==> src/interval_timekeeper_pkg.sv <==
package interval_timekeeper_pkg;

    // Special-function register addresses.
    localparam logic [7:0] ADDR_INTERVAL_CONTROL     = 8'hA1;
    localparam logic [7:0] ADDR_FRACTION_TICK_COUNT  = 8'hA2;
    localparam logic [7:0] ADDR_UNIT_S_COUNT         = 8'hA3;
    localparam logic [7:0] ADDR_SIXTY_S_COUNT        = 8'hA4;
    localparam logic [7:0] ADDR_HOUR_COUNT           = 8'hA5;
    localparam logic [7:0] ADDR_INTERVAL_TARGET      = 8'hA6;

    // Control register field positions.
    localparam int BIT_TIMEKEEPING_CLOCK_ENABLE = 0;
    localparam int BIT_INTERVAL_COUNT_ENABLE    = 1;
    localparam int BIT_INTERVAL_MATCH_FLAG      = 2;
    localparam int BIT_SINGLE_SHOT_SELECT       = 3;
    localparam int BIT_INTERVAL_BASE_SELECT_LO  = 4;
    localparam int BIT_INTERVAL_BASE_SELECT_HI  = 5;
    localparam int BIT_DAY_WRAP_SELECT          = 6;

    // Power-on values.
    localparam logic [7:0] RESET_INTERVAL_CONTROL = 8'h00;
    localparam logic [7:0] RESET_TIME_COUNT       = 8'h00;
    localparam logic [7:0] RESET_INTERVAL_TARGET  = 8'h00;
    localparam logic [7:0] READ_UNMAPPED          = 8'h00;

    // Counter limits.
    localparam logic [7:0] LAST_FRACTION  = 8'h7F;
    localparam logic [7:0] LAST_SECOND    = 8'h3B;
    localparam logic [7:0] LAST_MINUTE    = 8'h3B;
    localparam logic [7:0] LAST_HOUR_DAY  = 8'h17;
    localparam logic [7:0] LAST_HOUR_FULL = 8'hFF;

    // Crystal rate and the fraction tick rate derived from it.
    localparam int XTAL_HZ     = 32768;
    localparam int FRACTION_HZ = 128;
    localparam int XTAL_EDGES_PER_FRACTION = XTAL_HZ / FRACTION_HZ;

    typedef enum logic [1:0]
    {
        BASE_FRACTION,
        BASE_SECOND,
        BASE_MINUTE,
        BASE_HOUR
    } interval_base_t;

endpackage : interval_timekeeper_pkg

==> src/fraction_tick_if.sv <==
`timescale 1ns/1ps
`default_nettype none

interface fraction_tick_if;
    logic tick;
    modport src (output tick);
    modport dst (input tick);
endinterface : fraction_tick_if

`default_nettype wire

==> src/crystal_prescaler.sv <==
`timescale 1ns/1ps
`default_nettype none

module crystal_prescaler
    import interval_timekeeper_pkg::*;
#(
    parameter int EDGES_PER_TICK = XTAL_EDGES_PER_FRACTION
)
(
    input  wire logic        i_clk_sys,
    input  wire logic        i_resetn,
    input  wire logic        i_xtal_32k,
    input  wire logic        i_run,
    fraction_tick_if.src     tick_port
);

    initial
    begin
        if (EDGES_PER_TICK < 2 || EDGES_PER_TICK > 65536)
            $error("crystal_prescaler: EDGES_PER_TICK out of range");
    end

    typedef struct packed {
        logic        sync_a;
        logic        sync_b;
        logic        last_level;
        logic [15:0] edge_count;
        logic        tick;
    } prescale_state_t;

    localparam logic [15:0] LAST_EDGE = 16'(EDGES_PER_TICK - 1);

    prescale_state_t state;
    prescale_state_t next_state;

    ////////////////////////////////////////////////////////////////////////////

    always_comb
    begin
        next_state            = state;
        next_state.sync_a     = i_xtal_32k;
        next_state.sync_b     = state.sync_a;
        next_state.last_level = state.sync_b;
        next_state.tick       = 1'b0;
        // The count is held at zero while stopped so each start begins a full tick.
        if (!i_run)
        begin
            next_state.edge_count = 16'h0000;
        end
        else if (state.sync_b && !state.last_level)
        begin
            if (state.edge_count == LAST_EDGE)
            begin
                next_state.edge_count = 16'h0000;
                next_state.tick       = 1'b1;
            end
            else
            begin
                next_state.edge_count = state.edge_count + 16'h0001;
            end
        end
    end

    always_ff @(posedge i_clk_sys or negedge i_resetn)
    begin
        if (!i_resetn)
            state <= '0;
        else
            state <= next_state;
    end

    assign tick_port.tick = state.tick;

endmodule : crystal_prescaler

`default_nettype wire

==> src/interval_timekeeper.sv <==
// How it works
// - Time counters advance from the crystal, also during power-down.
// - Two-bit base field picks the fraction tick or the fraction, second or minute overflow.
// - The interval counter advances once per increment of the chosen time counter.
// - Counter equal to target sets the match flag and requests an interrupt.
// - Enabled match flag in power-down raises the wake output.
// - Single-shot timeout clears interval enable; otherwise counter restarts.
// - Match flag stays set until software writes a zero.
// - Interval counter runs only while interval enable is set.
// - Clock enable gates time counting; clearing restores last written time.
// - Time registers accept writes only while clock enable is low.
// - Day wrap bit selects hour wrap after 23 or after 255.
// - Fraction counts 0 to 127 per 1/128 s, then carries into seconds.
// - Seconds count 0 to 59, then carry into minutes.
// - Minutes count 0 to 59, then carry into hours.
// - In day mode hours count 0 to 23 and roll to zero.
// - Control bit 7 is not stored and reads zero.
// - Reset clears control, target and all time registers.
`timescale 1ns/1ps
`default_nettype none

module interval_timekeeper
    import interval_timekeeper_pkg::*;
#(
    parameter int EDGES_PER_TICK = XTAL_EDGES_PER_FRACTION
)
(
    input  wire logic       i_clk_sys,
    input  wire logic       i_resetn,
    input  wire logic       i_xtal_32k,
    input  wire logic       i_power_down,
    input  wire logic       i_irq_enable,
    input  wire logic [7:0] i_sfr_addr,
    input  wire logic       i_sfr_wr,
    input  wire logic [7:0] i_sfr_wdata,
    output logic      [7:0] o_sfr_rdata,
    output logic            o_irq,
    output logic            o_wake
);

    typedef struct packed {
        logic           day_wrap_select;
        interval_base_t base_select;
        logic           single_shot_select;
        logic           interval_match_flag;
        logic           interval_count_enable;
        logic           timekeeping_clock_enable;
        logic [7:0]     fraction_tick_count;
        logic [7:0]     unit_s_count;
        logic [7:0]     sixty_s_count;
        logic [7:0]     hour_count;
        logic [7:0]     fraction_written;
        logic [7:0]     unit_s_written;
        logic [7:0]     sixty_s_written;
        logic [7:0]     hour_written;
        logic [7:0]     interval_target;
        logic [7:0]     interval_count;
        logic [7:0]     rdata;
        logic           irq;
        logic           wake;
    } keeper_state_t;

    keeper_state_t state;
    keeper_state_t next_state;

    fraction_tick_if tick_bus ();

    logic           fraction_ovf;
    logic           second_ovf;
    logic           minute_ovf;
    logic           base_ovf;
    logic [7:0]     hour_last;
    logic [7:0]     interval_next;
    logic           timeout;
    logic           wr_control;
    logic           time_writable;

    ////////////////////////////////////////////////////////////////////////////

    function automatic logic [7:0] wrap_step(input logic [7:0] value, input logic [7:0] last);
        wrap_step = (value >= last) ? 8'h00 : value + 8'h01;
    endfunction : wrap_step

    function automatic logic [7:0] read_control(input keeper_state_t s);
        logic [7:0] v;
        v = 8'h00;
        v[BIT_DAY_WRAP_SELECT]          = s.day_wrap_select;
        v[BIT_INTERVAL_BASE_SELECT_HI]  = s.base_select[1];
        v[BIT_INTERVAL_BASE_SELECT_LO]  = s.base_select[0];
        v[BIT_SINGLE_SHOT_SELECT]       = s.single_shot_select;
        v[BIT_INTERVAL_MATCH_FLAG]      = s.interval_match_flag;
        v[BIT_INTERVAL_COUNT_ENABLE]    = s.interval_count_enable;
        v[BIT_TIMEKEEPING_CLOCK_ENABLE] = s.timekeeping_clock_enable;
        read_control = v;
    endfunction : read_control

    ////////////////////////////////////////////////////////////////////////////

    crystal_prescaler #(
        .EDGES_PER_TICK (EDGES_PER_TICK)
    ) u_prescaler (
        .i_clk_sys  (i_clk_sys),
        .i_resetn   (i_resetn),
        .i_xtal_32k (i_xtal_32k),
        .i_run      (state.timekeeping_clock_enable),
        .tick_port  (tick_bus.src)
    );

    ////////////////////////////////////////////////////////////////////////////

    always_comb
    begin
        hour_last = state.day_wrap_select ? LAST_HOUR_DAY : LAST_HOUR_FULL;

        fraction_ovf = tick_bus.tick && state.timekeeping_clock_enable
                       && (state.fraction_tick_count >= LAST_FRACTION);
        second_ovf   = fraction_ovf && (state.unit_s_count >= LAST_SECOND);
        minute_ovf   = second_ovf && (state.sixty_s_count >= LAST_MINUTE);

        // timebase select
        // Each base above the fraction tick is the carry out of the register below it, so a seconds base counts seconds.
        unique case (state.base_select)
            BASE_FRACTION: base_ovf = tick_bus.tick && state.timekeeping_clock_enable;
            BASE_SECOND:   base_ovf = fraction_ovf;
            BASE_MINUTE:   base_ovf = second_ovf;
            BASE_HOUR:     base_ovf = minute_ovf;
        endcase

        interval_next = state.interval_count + 8'h01;
        timeout = base_ovf && state.interval_count_enable && (interval_next == state.interval_target);

        wr_control    = i_sfr_wr && (i_sfr_addr == ADDR_INTERVAL_CONTROL);
        time_writable = i_sfr_wr && !state.timekeeping_clock_enable;
    end

    always_comb
    begin
        next_state = state;

        if (tick_bus.tick && state.timekeeping_clock_enable)
        begin
            next_state.fraction_tick_count = wrap_step(state.fraction_tick_count, LAST_FRACTION);
        end
        if (fraction_ovf)
            next_state.unit_s_count = wrap_step(state.unit_s_count, LAST_SECOND);
        if (second_ovf)
            next_state.sixty_s_count = wrap_step(state.sixty_s_count, LAST_MINUTE);
        if (minute_ovf)
            next_state.hour_count = wrap_step(state.hour_count, hour_last);

        if (!state.timekeeping_clock_enable)
        begin
            next_state.fraction_tick_count = state.fraction_written;
            next_state.unit_s_count        = state.unit_s_written;
            next_state.sixty_s_count       = state.sixty_s_written;
            next_state.hour_count          = state.hour_written;
        end

        if (time_writable && i_sfr_addr == ADDR_FRACTION_TICK_COUNT)
        begin
            next_state.fraction_written    = i_sfr_wdata;
            next_state.fraction_tick_count = i_sfr_wdata;
        end
        if (time_writable && i_sfr_addr == ADDR_UNIT_S_COUNT)
        begin
            next_state.unit_s_written = i_sfr_wdata;
            next_state.unit_s_count   = i_sfr_wdata;
        end
        if (time_writable && i_sfr_addr == ADDR_SIXTY_S_COUNT)
        begin
            next_state.sixty_s_written = i_sfr_wdata;
            next_state.sixty_s_count   = i_sfr_wdata;
        end
        if (time_writable && i_sfr_addr == ADDR_HOUR_COUNT)
        begin
            next_state.hour_written = i_sfr_wdata;
            next_state.hour_count   = i_sfr_wdata;
        end
        if (i_sfr_wr && i_sfr_addr == ADDR_INTERVAL_TARGET)
            next_state.interval_target = i_sfr_wdata;

        if (base_ovf && state.interval_count_enable)
            next_state.interval_count = interval_next;

        if (timeout)
        begin
            next_state.interval_count = 8'h00;
            if (state.single_shot_select)
                next_state.interval_count_enable = 1'b0;
        end

        if (wr_control)
        begin
            next_state.day_wrap_select          = i_sfr_wdata[BIT_DAY_WRAP_SELECT];
            next_state.base_select              = interval_base_t'({i_sfr_wdata[BIT_INTERVAL_BASE_SELECT_HI],
                                                                    i_sfr_wdata[BIT_INTERVAL_BASE_SELECT_LO]});
            next_state.single_shot_select       = i_sfr_wdata[BIT_SINGLE_SHOT_SELECT];
            next_state.interval_count_enable    = i_sfr_wdata[BIT_INTERVAL_COUNT_ENABLE];
            next_state.timekeeping_clock_enable = i_sfr_wdata[BIT_TIMEKEEPING_CLOCK_ENABLE];
            if (!i_sfr_wdata[BIT_INTERVAL_MATCH_FLAG])
                next_state.interval_match_flag = 1'b0;
        end

        if (timeout)
            next_state.interval_match_flag = 1'b1;

        if (!next_state.interval_count_enable)
            next_state.interval_count = 8'h00;

        next_state.irq  = next_state.interval_match_flag && i_irq_enable;
        next_state.wake = next_state.interval_match_flag && i_irq_enable && i_power_down;

        unique case (i_sfr_addr)
            ADDR_INTERVAL_CONTROL:    next_state.rdata = read_control(state);
            ADDR_FRACTION_TICK_COUNT: next_state.rdata = state.fraction_tick_count;
            ADDR_UNIT_S_COUNT:        next_state.rdata = state.unit_s_count;
            ADDR_SIXTY_S_COUNT:       next_state.rdata = state.sixty_s_count;
            ADDR_HOUR_COUNT:          next_state.rdata = state.hour_count;
            ADDR_INTERVAL_TARGET:     next_state.rdata = state.interval_target;
            default:                  next_state.rdata = READ_UNMAPPED;
        endcase
    end

    ////////////////////////////////////////////////////////////////////////////

    always_ff @(posedge i_clk_sys or negedge i_resetn)
    begin
        if (!i_resetn)
        begin
            state <= '0;
            state.interval_target <= RESET_INTERVAL_TARGET;
            state.rdata           <= READ_UNMAPPED;
        end
        else
        begin
            state <= next_state;
        end
    end

    assign o_sfr_rdata = state.rdata;
    assign o_irq       = state.irq;
    assign o_wake      = state.wake;

endmodule : interval_timekeeper

`default_nettype wire

==> config.mk <==
export PLATFORM = sky130hd
export DESIGN_NAME = interval_timekeeper
export DESIGN_NICKNAME = d
export VERILOG_FILES = /design/src/interval_timekeeper_pkg.sv /design/src/fraction_tick_if.sv /design/src/crystal_prescaler.sv /design/src/interval_timekeeper.sv
export SDC_FILE = /design/constraint.sdc
export NUM_CORES = 1
export LEC_CHECK = 0
export BUFFER_PORTS_ARGS = -buffer_cell sky130_fd_sc_hd__buf_2
export CAP_MARGIN = 0
export CORE_MARGIN = 2
export CORE_UTILIZATION = 40
export CTS_CLUSTER_DIAMETER = 80
export DETAILED_ROUTE_END_ITERATION = 8
export PLACE_DENSITY = 0.56
export SKIP_LAST_GASP = 1
export SYNTH_ARGS = -nofsm -noshare
export SYNTH_HDL_FRONTEND = slang
export SYNTH_SLANG_ARGS = --single-unit
==> constraint.sdc <==
create_clock -name i_clk_sys -period 5.75 [get_ports i_clk_sys]
set_clock_uncertainty 0.15 [all_clocks]
set_input_delay 0.575 -clock i_clk_sys [delete_from_list [all_inputs] [get_ports i_clk_sys]]
set_output_delay 0.575 -clock i_clk_sys [all_outputs]
set_load 0.1 [all_outputs]
==> key figures, run 1 <==
Routing
  • DRT Pass-1 Iters: 5
  • Via count: around 4.9k
  • Per-cell routed wire length: around 19 microns
  • DRT Wirelength: 16,000 microns
  • Via-per-instance ratio: ~6.0
  • Post-DRT Antenna Nets: 0
  • DR DRC count: 0
  • DRC violation total after the first TritonRoute iteration: around 490

Logic synthesis
  • Synth Flop Type: dfrtp_1
  • Seq/Total Area, Yosys: between 40 and 50%
  • Synth top area share: a little under half
  • Ys async rst share: 100%
  • Yosys warning total: 0
  • Syn Inst Count: between 600 and 700
  • Post-synthesis average cell area: ~10 sq um
  • Synth cell types: 73
  • Area contributors post-synth: dfrtp_1 47%, mux2_2 6.0%, nand2_1 4.4%
  • Post-synth EDFFs: 0
  • Post-synth net total: 641
  • Cell Area, Synth: 6170 sq um
  • Cell taking the most area after synthesis: dfrtp_1
  • Post-synthesis register bit count: 117

Cells and area
  • Final core occ: between 40% and 50%
  • Fin nets: ~660
  • Fill cell count: approximately 1.4k
  • Post-route insts no fill: 828
  • P&R area growth vs syn: 13.4%
  • Final instance area: around 7000 sq um
  • Share of post-route cells with drive strength above 1: ~18%
  • Diodes inserted: 0

Critical path
  • Crit path capture type: flip-flop
  • Max FO, Critical Path: 9
  • Critical Path AT: slightly above 3 ns
  • Worst setup SP type: primary input
  • Worst path slowest cell: nor4_4
  • Max incr delay on CP: approximately 0.61 ns
  • Worst setup path category: in -> reg
  • CP Cell Sequence: buf_2, nand4bb_1, nor4_4, and2_1, mux2_2, and2_1, a221o_1
  • Reg2reg setup slack: approximately 2.9 ns
  • CP required: slightly below 6 ns
  • Top cell by count, worst path: and2_1

Placement
  • Port Buffers: 31
  • DP Cell Count: 799
  • HPWL Detailed: roughly 11,000 microns
  • Placed instance area: 6410 sq um
  • Final GP Congestion: 0.873

Power
  • Comb pwr share: 7.2%
  • P_sw: between 0.0004 and 0.0005 W
  • Worst VDD drop: approximately 0.20 mV
  • Clock power frac: between 40 and 50%
  • Cell Int Power: ~0.0016 W
  • Switching Fraction: a little under a quarter
  • Total power: around 0.0021 W
  • Sequential Power Share: between 40% and 50%
  • Pleak: roughly 3.1 nW
  • PwrDens: 298 nW/um^2

Run status
  • Status: complete, no violations

Clocking
  • Clock Path Buffers: 2
  • Post-cts sizing count: 0
  • Hold-fix buffers, CTS: 0
  • Clk root buf: clkbuf_16
  • Clock slew at reported path FFs: approximately 0.050 ns
  • Clk_lat worst skew: between 0.4 and 0.5 ns
  • H-Tree Depth: 4
  • CTS buffer count: 17
  • CTS tree: built
  • Post-CTS setup buffer count: 0
  • Clk sinks: between 100 and 150

Timing
  • Fin crit period: around 3 ns
  • Max Clock Freq: about 340 MHz
  • Final Max Tran Viols: 0
  • TNS Setup: 0 ns
  • Normalized max-slew margin: 39.1%
  • Final hold viol count: 0
  • Final period util: just over 50%
  • Worst-Margin Slew: around 0.91 ns
  • Final setup viols: 0
  • RSZ-0062 raised after global routing: no

Die
  • Die Span X: roughly 130 microns
  • Number of cell rows: 45
  • Core Region: around 15,000 sq um
  • I/O Pins: 32
  • Die height: roughly 130 microns
  • Die Area: between 15,000 and 20,000 sq um
  • Starting Density: 40.7%

Global routing
  • Antenna violations before repair: 0
  • GRT Overall Usage: approximately a fifth
  • Global-route wire length before repair: ~26,000 microns
  • Grt ovf: 0
  • Vias in the first global route: 4,780
  • Largest net degree at the start of global routing: 72

Hold path
  • Worst Hold Class: in -> reg

Flow run
  • Max cap viols: 0
==> stage by stage <==
step	setup WS, ns	hold WS (ns)
after detailed placement	2.36	0.187
after global routing	2.65	0.101
after floorplan	3.14	0.129
after CTS	2.66	0.106
final	2.78	0.123
after global placement	2.43	0.188
==> kinds of logic (layout without fill, tap and decap cells) <==
family	count (synthesis)	after routing	share of synthesized area [%]
AND/OR/NAND/NOR	221	221	19.3
buffers and inverters	50	81	3.96
XOR/XNOR	15	15	2.13
AO/OA/AOI/OAI	153	153	17.2
adder cells (fa/ha/maj)	10	10	2.03
flip-flops	117	117	47.5
multiplexers	43	43	7.87
==> Yosys cell counts, types with 11 or more instances <==
| master | number |
|---|---|
| a22oi_1 | 25 |
| a21oi_1 | 16 |
| buf_4 | 12 |
| dfrtp_1 | 117 |
| clkbuf_1 | 11 |
| o21ai_0 | 40 |
| nand3_1 | 29 |
| mux2_2 | 33 |
| nor2_1 | 31 |
| inv_1 | 16 |
| nand2_1 | 73 |
| and3_1 | 12 |
==> sequential cells by signal, summed over array words and instances, names as in the netlist <==
signal and flops:
o_sfr_rdata 8, u_prescaler.tick_port.tick 1, state 87, o_irq 1, o_wake 1, u_prescaler.next_state 2
u_prescaler.state 17
==> cells in the final DEF (no fill, tap or decap), drive strengths merged, types with 4 or more instances in the layout <==
cell type,count
mux2,34
nand3,29
nand2,75
xnor2,7
a21oi,16
dfrtp,117
and3,12
nor2,32
ha,10
a221oi,7
inv,17
nand4,4
o41ai,4
o21ai,44
nand2b,9
o211ai,4
nor4,12
nor3,10
nor2b,6
a22oi,25
o31ai,6
a31oi,5
a22o,4
xor2,8
mux2i,9
buf,35
clkbuf,25
and2,11
a221o,8
nor3b,4
==> worst max-delay path, delay by kind of cell <==
family	cells	cell delay (ns)
AOI/OAI and AO/OA	1	0.25
buffers and inverters	1	0.10
muxes	1	0.39
and+or+nand+nor	4	1.79
==> final cells by class <==
type | count | area, sq um | area share [%]
multi-input cells | 442 | 3000 | 43.0
flip-flops and latches | 117 | 2930 | 41.9
clock buffers | 25 | 505 | 7.23
well taps | 188 | 235 | 3.36
repair buffers | 35 | 188 | 2.68
clock inverters | 4 | 70.1 | 1.00
inverters | 17 | 63.8 | 0.912
==> routing by layer <==
layer | global-route usage, % | wire length, microns | part of all wire [%]
met3 | 5.26 | 1020 | 6.3
met1 | 29.3 | 7480 | 47
met5 | 0 | 0 | 0
met2 | 30.5 | 7180 | 45
met4 | 8.73 | 364 | 2.3
==> power groups by stage <==
stage	Clock, W	Combinational [W]	Sequential, W
6_report	0.00103	0.000151	0.000903
5_1_grt	0.00109	0.000170	0.000906
4_1_cts	0.00105	0.000152	0.000902
3_5_place_dp	0	0.000151	0.000915
3_3_place_gp	0	0.000147	0.000915
2_1_floorplan	0	0.0000890	0.000904
==> path summary, 6_finish.rpt <==
kind,start,to,depth (start not counted)
setup reg to reg,state[82],state[63],7
hold / removal,i_xtal_32k,u_prescaler.next_state[18],1
hold reg to reg,u_prescaler.next_state[18],u_prescaler.next_state[17],0
min in group asynchronous,i_resetn,state[15],1
setup / recovery,i_sfr_addr[4],state[62],7
max in group asynchronous,i_resetn,state[80],2
No activity file was read; power rests on OpenSTA's default activity.
==> inputs of run 2 (changes only) <==
--- a/config.mk
+++ b/config.mk
@@ -11,7 +11,7 @@
 export CORE_UTILIZATION = 40
 export CTS_CLUSTER_DIAMETER = 80
 export DETAILED_ROUTE_END_ITERATION = 8
-export PLACE_DENSITY = 0.56
+export PLACE_DENSITY = 0.58
 export SKIP_LAST_GASP = 1
 export SYNTH_ARGS = -nofsm -noshare
 export SYNTH_HDL_FRONTEND = slang
==> constraint.sdc (replaced) <==
create_clock -name i_clk_sys -period 2.45 [get_ports i_clk_sys]
set_clock_uncertainty 0.15 [all_clocks]
set_input_delay 0.245 -clock i_clk_sys [delete_from_list [all_inputs] [get_ports i_clk_sys]]
set_output_delay 0.245 -clock i_clk_sys [all_outputs]
set_load 0.1 [all_outputs]
==> run 2 against run 1 <==
Effect of this change:
- die area unchanged
- critical path depth increased by 1
- utilization increased by 2.4 points
- final area increased by 5.2%
==> key figures, run 2 (same netlist as run 1, synthesis figures left out) <==
Clocking
  • Clock Path Buffers: 2 (unchanged)
  • Clk_lat worst skew: 0.42 ns (about the same)
  • H-Tree Depth: 4 (unchanged)
  • Clk root buf: clkbuf_16
  • Post-CTS setup buffer count: 0 (unchanged)
  • Clock slew at reported path FFs: 0.05 ns (about the same)
  • CTS buffer count: 17 (unchanged)
  • Clk sinks: 117 (unchanged)
  • CTS tree: built

Routing
  • DRT Wirelength: 16,700 microns (+4.3%)
  • Per-cell routed wire length: 19.2 microns (-0.98%)
  • DRT Pass-1 Iters: 6 (+1)
  • DRC violation total after the first TritonRoute iteration: 553 (+14%)
  • DR DRC count: 0 (unchanged)
  • Post-DRT Antenna Nets: 0 (unchanged)
  • Via count: 5,212 (+5.7%)
  • Via-per-instance ratio: 5.98 (+0.37%)

Global routing
  • Global-route wire length before repair: 27,300 microns (+3.8%)
  • Antenna violations before repair: 0 (unchanged)
  • GRT Overall Usage: 21.7% (+0.88 points)
  • Vias in the first global route: 5,168 (+8.1%)
  • Grt ovf: 0 (unchanged)
  • Largest net degree at the start of global routing: 45 (-38%)

Die
  • Die height: 128 microns (unchanged)
  • Die Area: 16,400 sq um (unchanged)
  • Number of cell rows: 45 (unchanged)
  • Starting Density: 40.7% (unchanged)
  • Die Span X: 128 microns (unchanged)
  • Core Region: 15,100 sq um (unchanged)
  • I/O Pins: 32 (unchanged)

Critical path
  • Crit path capture type: flip-flop
  • Worst path bufs/invs: 1 (unchanged)
  • Top cell by count, worst path: o2111ai_1
  • Max incr delay on CP: 0.42 ns (-0.19 ns)
  • Worst path slowest cell: dfrtp_1
  • CP required: 2.60 ns (-3.29 ns)
  • Largest delay contributor family on the critical path: compound AO/OA/AOI/OAI gates
  • Reg-to-Reg End: state[11]
  • Worst setup SP type: flip-flop
  • Reg2reg setup slack: 0.11 ns (-2.77 ns)
  • Critical Path AT: 2.49 ns (-0.62 ns)
  • Max FO, Critical Path: 5 (-4)
  • CP Cell Sequence: ha_1, o2111ai_1, nand2_1, and2_1, o2111ai_1, buf_4, nor2_1, a32o_1
  • Worst R2R Path Depth: 8 (+1)
  • Reg-to-reg startpoint: state[74]
  • Worst setup path category: reg -> reg

Cells and area
  • Final instance area: 7360 sq um (+5.2%)
  • Final core occ: 48.6% (+2.4 points)
  • Largest reg by FF count: state
  • Max reg flops: 87 (unchanged)
  • P&R area growth vs syn: 19.3%
  • Diodes inserted: 0 (unchanged)
  • Most common cell after layout, fill and taps aside: dfrtp_1
  • Fin nets: 707 (+6.8%)
  • Share of post-route cells with drive strength above 1: 22.7% (+5.2 points)
  • Most frequent cells in the layout: 117 x dfrtp_1, 73 x nand2_1, 43 x buf_4, 40 x o21ai_0, 33 x mux2_2

Timing
  • Final Max Tran Viols: 0 (unchanged)
  • Final setup viols: 0 (unchanged)
  • Worst-Margin Slew: 0.558 ns (-0.355 ns)
  • Final hold viol count: 0 (unchanged)
  • Fin crit period: between 2 and 2.5 ns
  • Max Clock Freq: around 430 MHz
  • Final period util: a little over nine tenths
  • RSZ-0062 raised after global routing: yes
  • Normalized max-slew margin: 62.8% (+24 points)

Power
  • Pleak: 3.35 nW (+7.0%)
  • Worst VDD drop: 0.518 mV (+160%)
  • PwrDens: 661 nW/um^2 (+120%)

Placement
  • Port Buffers: 31 (unchanged)
  • HPWL Detailed: 11,700 microns (+7.2%)
  • Placed instance area: 6740 sq um (+5.1%)
  • Final GP Congestion: 0.898 (+2.9%)

Run status
  • Status: complete, no violations

Hold path
  • Worst Hold Depth: 3 (+2)
  • Min-Delay Endpoint: state[49]
  • Worst Hold Class: in -> reg
  • Hold Crit Start: i_sfr_wdata[7]

Flow run
  • Max cap viols: 0 (unchanged)
==> run 2: cell count changes in the layout (fill, tap and decap cells not counted), sizes merged <==
cell / delta
clkinv: +2
clkbuf: -2
buf: +40
bufinv: -1
dlygate4sd3: +5
==> run 2: through the flow <==
step / cells / hold slack, ns / power, W / setup TNS, ns / worst slack [ns]
after CTS: 872 / 0.00341 / 0.00490 / 0 / 0.00601
after detailed placement: 839 / 0.0956 / 0.00254 / -0.0455 / -0.0455
after global placement: 839 / 0.0889 / 0.00253 / 0 / 0.105
final: 872 / 0.0183 / 0.00486 / 0 / 0.112
after global routing: 872 / 0.0152 / 0.00505 / -0.124 / -0.0477
after floorplan: 609 / -0.201 / 0.00233 / 0 / 0.172
==> run 2: power by group <==
group          switching [W]  internal [W]
clock network       0.000841       0.00150
registers          0.0000808       0.00202
logic               0.000260      0.000164
==> run 2: area by class of cell <==
type | instances | area, sq um
clock buffers | 23 | 498
well taps | 188 | 235
repair buffers | 80 | 563
inverters | 17 | 63.8
fillers | 1353 | 7790
clock inverters | 5 | 50.0
flip-flops and latches | 117 | 2930
multi-input cells | 442 | 3020
==> run 2: worst max-delay path by stage <==
| stage | start | to | cells after the start |
|---|---|---|---|
| 5_1_grt | state[74] | state[14] | 7 |
| 3_5_place_dp | state[74] | state[14] | 7 |
| 6_report | state[74] | state[11] | 8 |
| 2_1_floorplan | i_sfr_addr[4] | state[62] | 8 |
| 3_3_place_gp | state[10] | state[91] | 7 |
| 4_1_cts | state[74] | state[14] | 7 |
==> run 2: timing repair <==
item | CTS | global route
gates resized for setup | 1 | 4
hold buffers | 5 | 0
endpoints found under the hold margin | 36 | 0
gates cloned | 0 | 0
setup endpoints to repair | 1 | 7
==> run 2: worst register-to-register path, delay by kind of cell (launching register included) <==
kind / cells / cell delay, ns
buf+inv: 1 / 0.20
flops: 1 / 0.42
simple gates: 3 / 0.33
fa+ha+maj: 1 / 0.26
compound gates: 3 / 0.86
==> run 2: metal layers <==
metal  up-vias  part of all wire [%]  GRT usage [%]
li1       2384                     -              -
met1      2594                    46           29.1
met2       194                    46           33.7
met3        40                   5.8           5.22
met4         0                   2.8           8.99
met5         -                     0              0
==> inputs of run 3 (changes only) <==
--- a/config.mk
+++ b/config.mk
@@ -5,13 +5,14 @@
 export SDC_FILE = /design/constraint.sdc
 export NUM_CORES = 1
 export LEC_CHECK = 0
-export BUFFER_PORTS_ARGS = -buffer_cell sky130_fd_sc_hd__buf_2
 export CAP_MARGIN = 0
+export CORE_ASPECT_RATIO = 0.8
 export CORE_MARGIN = 2
 export CORE_UTILIZATION = 40
 export CTS_CLUSTER_DIAMETER = 80
 export DETAILED_ROUTE_END_ITERATION = 8
-export PLACE_DENSITY = 0.58
+export DONT_BUFFER_PORTS = 1
+export PLACE_DENSITY = 0.56
 export SKIP_LAST_GASP = 1
 export SYNTH_ARGS = -nofsm -noshare
 export SYNTH_HDL_FRONTEND = slang
==> run 3 against run 2 <==
Effect of this change:
- the run now ends with negative hold slack left
- worst setup slack better by 0.023 ns
- via count down 3.4%
- critical path depth unchanged
- register-to-register slack better by 0.02 ns
- sequential share of layout area up 0.29 points
- first-iteration DRC count up 8.7%
- global-route usage up 0.39 points
- power up 1.9%
- final area down 0.73%
- hold slack worse by 0.64 ns
- critical endpoint is now state[16]
- largest power group unchanged
==> key figures, run 3 (same netlist as run 1, synthesis figures left out) <==
Global routing
  • GRT Overall Usage: 22.1% (+0.39 points)
  • Global-route wire length before repair: 27,400 microns (+0.43%)
  • Antenna violations before repair: 2 (+2)
  • Grt ovf: 0 (unchanged)
  • Largest net degree at the start of global routing: 118 (+160%)
  • Vias in the first global route: 4,874 (-5.7%)

Power
  • Switching Fraction: 23.3% (-1.0 points)
  • Worst VDD drop: 0.550 mV (+6.1%)
  • Pleak: 3.23 nW (-3.6%)
  • Total power: 0.00495 W (+1.9%)
  • Clock power frac: 50.3% (+2.2 points)
  • PwrDens: 678 nW/um^2 (+2.6%)
  • Sequential Power Share: 42.8% (-0.4 points)
  • Comb pwr share: 6.9% (-1.8 points)
  • P_sw: 0.00115 W (-2.4%)
  • Cell Int Power: 0.00380 W (+3.2%)

Timing
  • Final hold viol count: 117 (+117)
  • Max Clock Freq: 432 MHz (+0.98%)
  • Final period util: 94.5% (-0.93 points)
  • Worst-Margin Slew: 0.881 ns (+0.324 ns)
  • Min Hold Slack: -0.617 ns (-0.635 ns)
  • Fin crit period: 2.31 ns (-0.0227 ns)
  • Final setup viols: 0 (unchanged)
  • Final Max Tran Viols: 0 (unchanged)
  • Setup slack after layout: 0.135 ns (+0.0227 ns)
  • RSZ-0062 raised after global routing: yes
  • TNS Setup: 0 ns (unchanged)
  • Normalized max-slew margin: 41.3% (-22 points)

Run status
  • Status: finished with violations
  • Failing checks: negative hold slack

Cells and area
  • Most frequent cells in the layout: 117 x dfrtp_1, 73 x nand2_1, 40 x o21ai_0, 39 x buf_4, 33 x mux2_2
  • Final core occ: 48.5% (-0.095 points)
  • Fin nets: 678 (-4.1%)
  • P&R area growth vs syn: 18.4%
  • Share of post-route cells with drive strength above 1: 19.3% (-3.4 points)
  • Max reg flops: 87 (unchanged)
  • Most common cell after layout, fill and taps aside: dfrtp_1
  • Largest reg by FF count: state

Clocking
  • Clock slew at reported path FFs: 0.06 ns (about the same)
  • CTS tree: built
  • Clk root buf: clkbuf_16
  • Hold-fix buffers, CTS: 12 (+7)
  • Clk_lat worst skew: 0.41 ns (about the same)
  • H-Tree Depth: 4 (unchanged)
  • Clock Path Buffers: 2 (unchanged)
  • CTS buffer count: 17 (unchanged)
  • Clk sinks: 117 (unchanged)

Routing
  • Post-DRT Antenna Nets: 0 (unchanged)
  • Via count: 5,033 (-3.4%)
  • DRT Pass-1 Iters: 6 (unchanged)
  • Via-per-instance ratio: 5.79 (-3.1%)
  • DRT Wirelength: 16,800 microns (+0.23%)
  • Per-cell routed wire length: 19.3 microns (+0.58%)
  • DRC violation total after the first TritonRoute iteration: 601 (+8.7%)
  • DR DRC count: 0 (unchanged)

Critical path
  • Worst setup path category: reg -> reg
  • Crit path capture type: flip-flop
  • Crit path from: state[66]
  • Max FO, Critical Path: 7 (+2)
  • Reg-to-reg startpoint: state[66]
  • Worst setup SP type: flip-flop
  • CP required: 2.62 ns (+0.02 ns)
  • Critical Path AT: 2.48 ns (about the same)

Placement
  • Port Buffers: 0 (-100%)
  • Final GP Congestion: 0.876 (-2.4%)
  • HPWL Detailed: 11,500 microns (-2.1%)
  • Place WS: -0.00499 ns (+0.0405 ns)

Die
  • Number of cell rows: 40 (-11%)
  • Die height: 115 microns (-10%)
  • Starting Density: 40.9% (+0.22 points)
  • Die Span X: 143 microns (+11%)
  • I/O Pins: 32 (unchanged)
  • Die Area: 16,400 sq um (about the same)
  • Core Region: 15,100 sq um (-0.54%)

Hold path
  • Worst Hold Class: in -> async

Flow run
  • Max cap viols: 0 (unchanged)
==> run 3: cell count changes in the layout (fill, tap and decap cells not counted), sizes merged <==
cell and change:
clkinvlp +1, buf -36, diode +1, dlygate4sd3 +7, clkbuf -3, clkinv +3
bufinv +2
==> run 3: worst max-delay path, cell delays in order, from the launching register on <==
cell and delay, ns:
dfrtp_1 0.43, ha_2 0.24, o2111ai_2 0.13, and3_2 0.29, nand3_1 0.13, o2111a_1 0.20, buf_4 0.18, mux2i_1 0.18
nor4bb_2 0.28
==> run 3: area by class of cell <==
| cell class | count | area (sq um) |
|---|---|---|
| inverter | 17 | 63.8 |
| sequential | 117 | 2930 |
| clock buffer | 20 | 457 |
| fill | 1405 | 7760 |
| clock inverter | 11 | 133 |
| tap | 210 | 263 |
| antenna | 1 | 2.50 |
| timing repair buffer | 51 | 413 |
| multi-input combinational | 442 | 3040 |
==> run 3: power by group through the flow <==
stage | Clock, W | Sequential, W | Combinational, W
6_report | 0.00249 | 0.00212 | 0.000341
3_5_place_dp | 0 | 0.00215 | 0.000292
3_3_place_gp | 0 | 0.00214 | 0.000285
2_1_floorplan | 0 | 0.00212 | 0.000209
4_1_cts | 0.00254 | 0.00211 | 0.000336
5_1_grt | 0.00264 | 0.00213 | 0.000375
==> run 3: what timing repair did <==
| item | CTS | global route |
|---|---|---|
| pin swaps | 0 | 0 |
| gates resized for setup | 2 | 8 |
| endpoints found under the setup margin | 1 | 10 |
| buffers inserted | 0 | 0 |
| hold endpoints to repair | 193 | 117 |
==> run 3: per-stage QoR <==
step,instance area [sq um],std cells
after floorplan,6170,609
after global placement,6550,825
after detailed placement,6550,825
after CTS,7260,868
after global routing,7300,868
final,7300,869
==> run 3: worst paths after layout <==
path	end	slack, ns	cells past startpoint
max reg2reg	state[16]	0.14	8
min	state[47]	-0.62	0
max	state[16]	0.14	8
min reg2reg	u_prescaler.next_state[17]	0.20	0
max in group asynchronous	state[54]	2.62	0
min in group i_clk_sys	state[91]	0.04	3
==> run 3: layer usage <==
| metal | GRT usage (%) | vias up | routed length [microns] |
|---|---|---|---|
| li1 | - | 2325 | - |
| met1 | 32.5 | 2501 | 8140 |
| met2 | 31.5 | 175 | 7180 |
| met3 | 5.12 | 30 | 1110 |
| met4 | 8.58 | 2 | 312 |
| met5 | 0 | - | 13 |
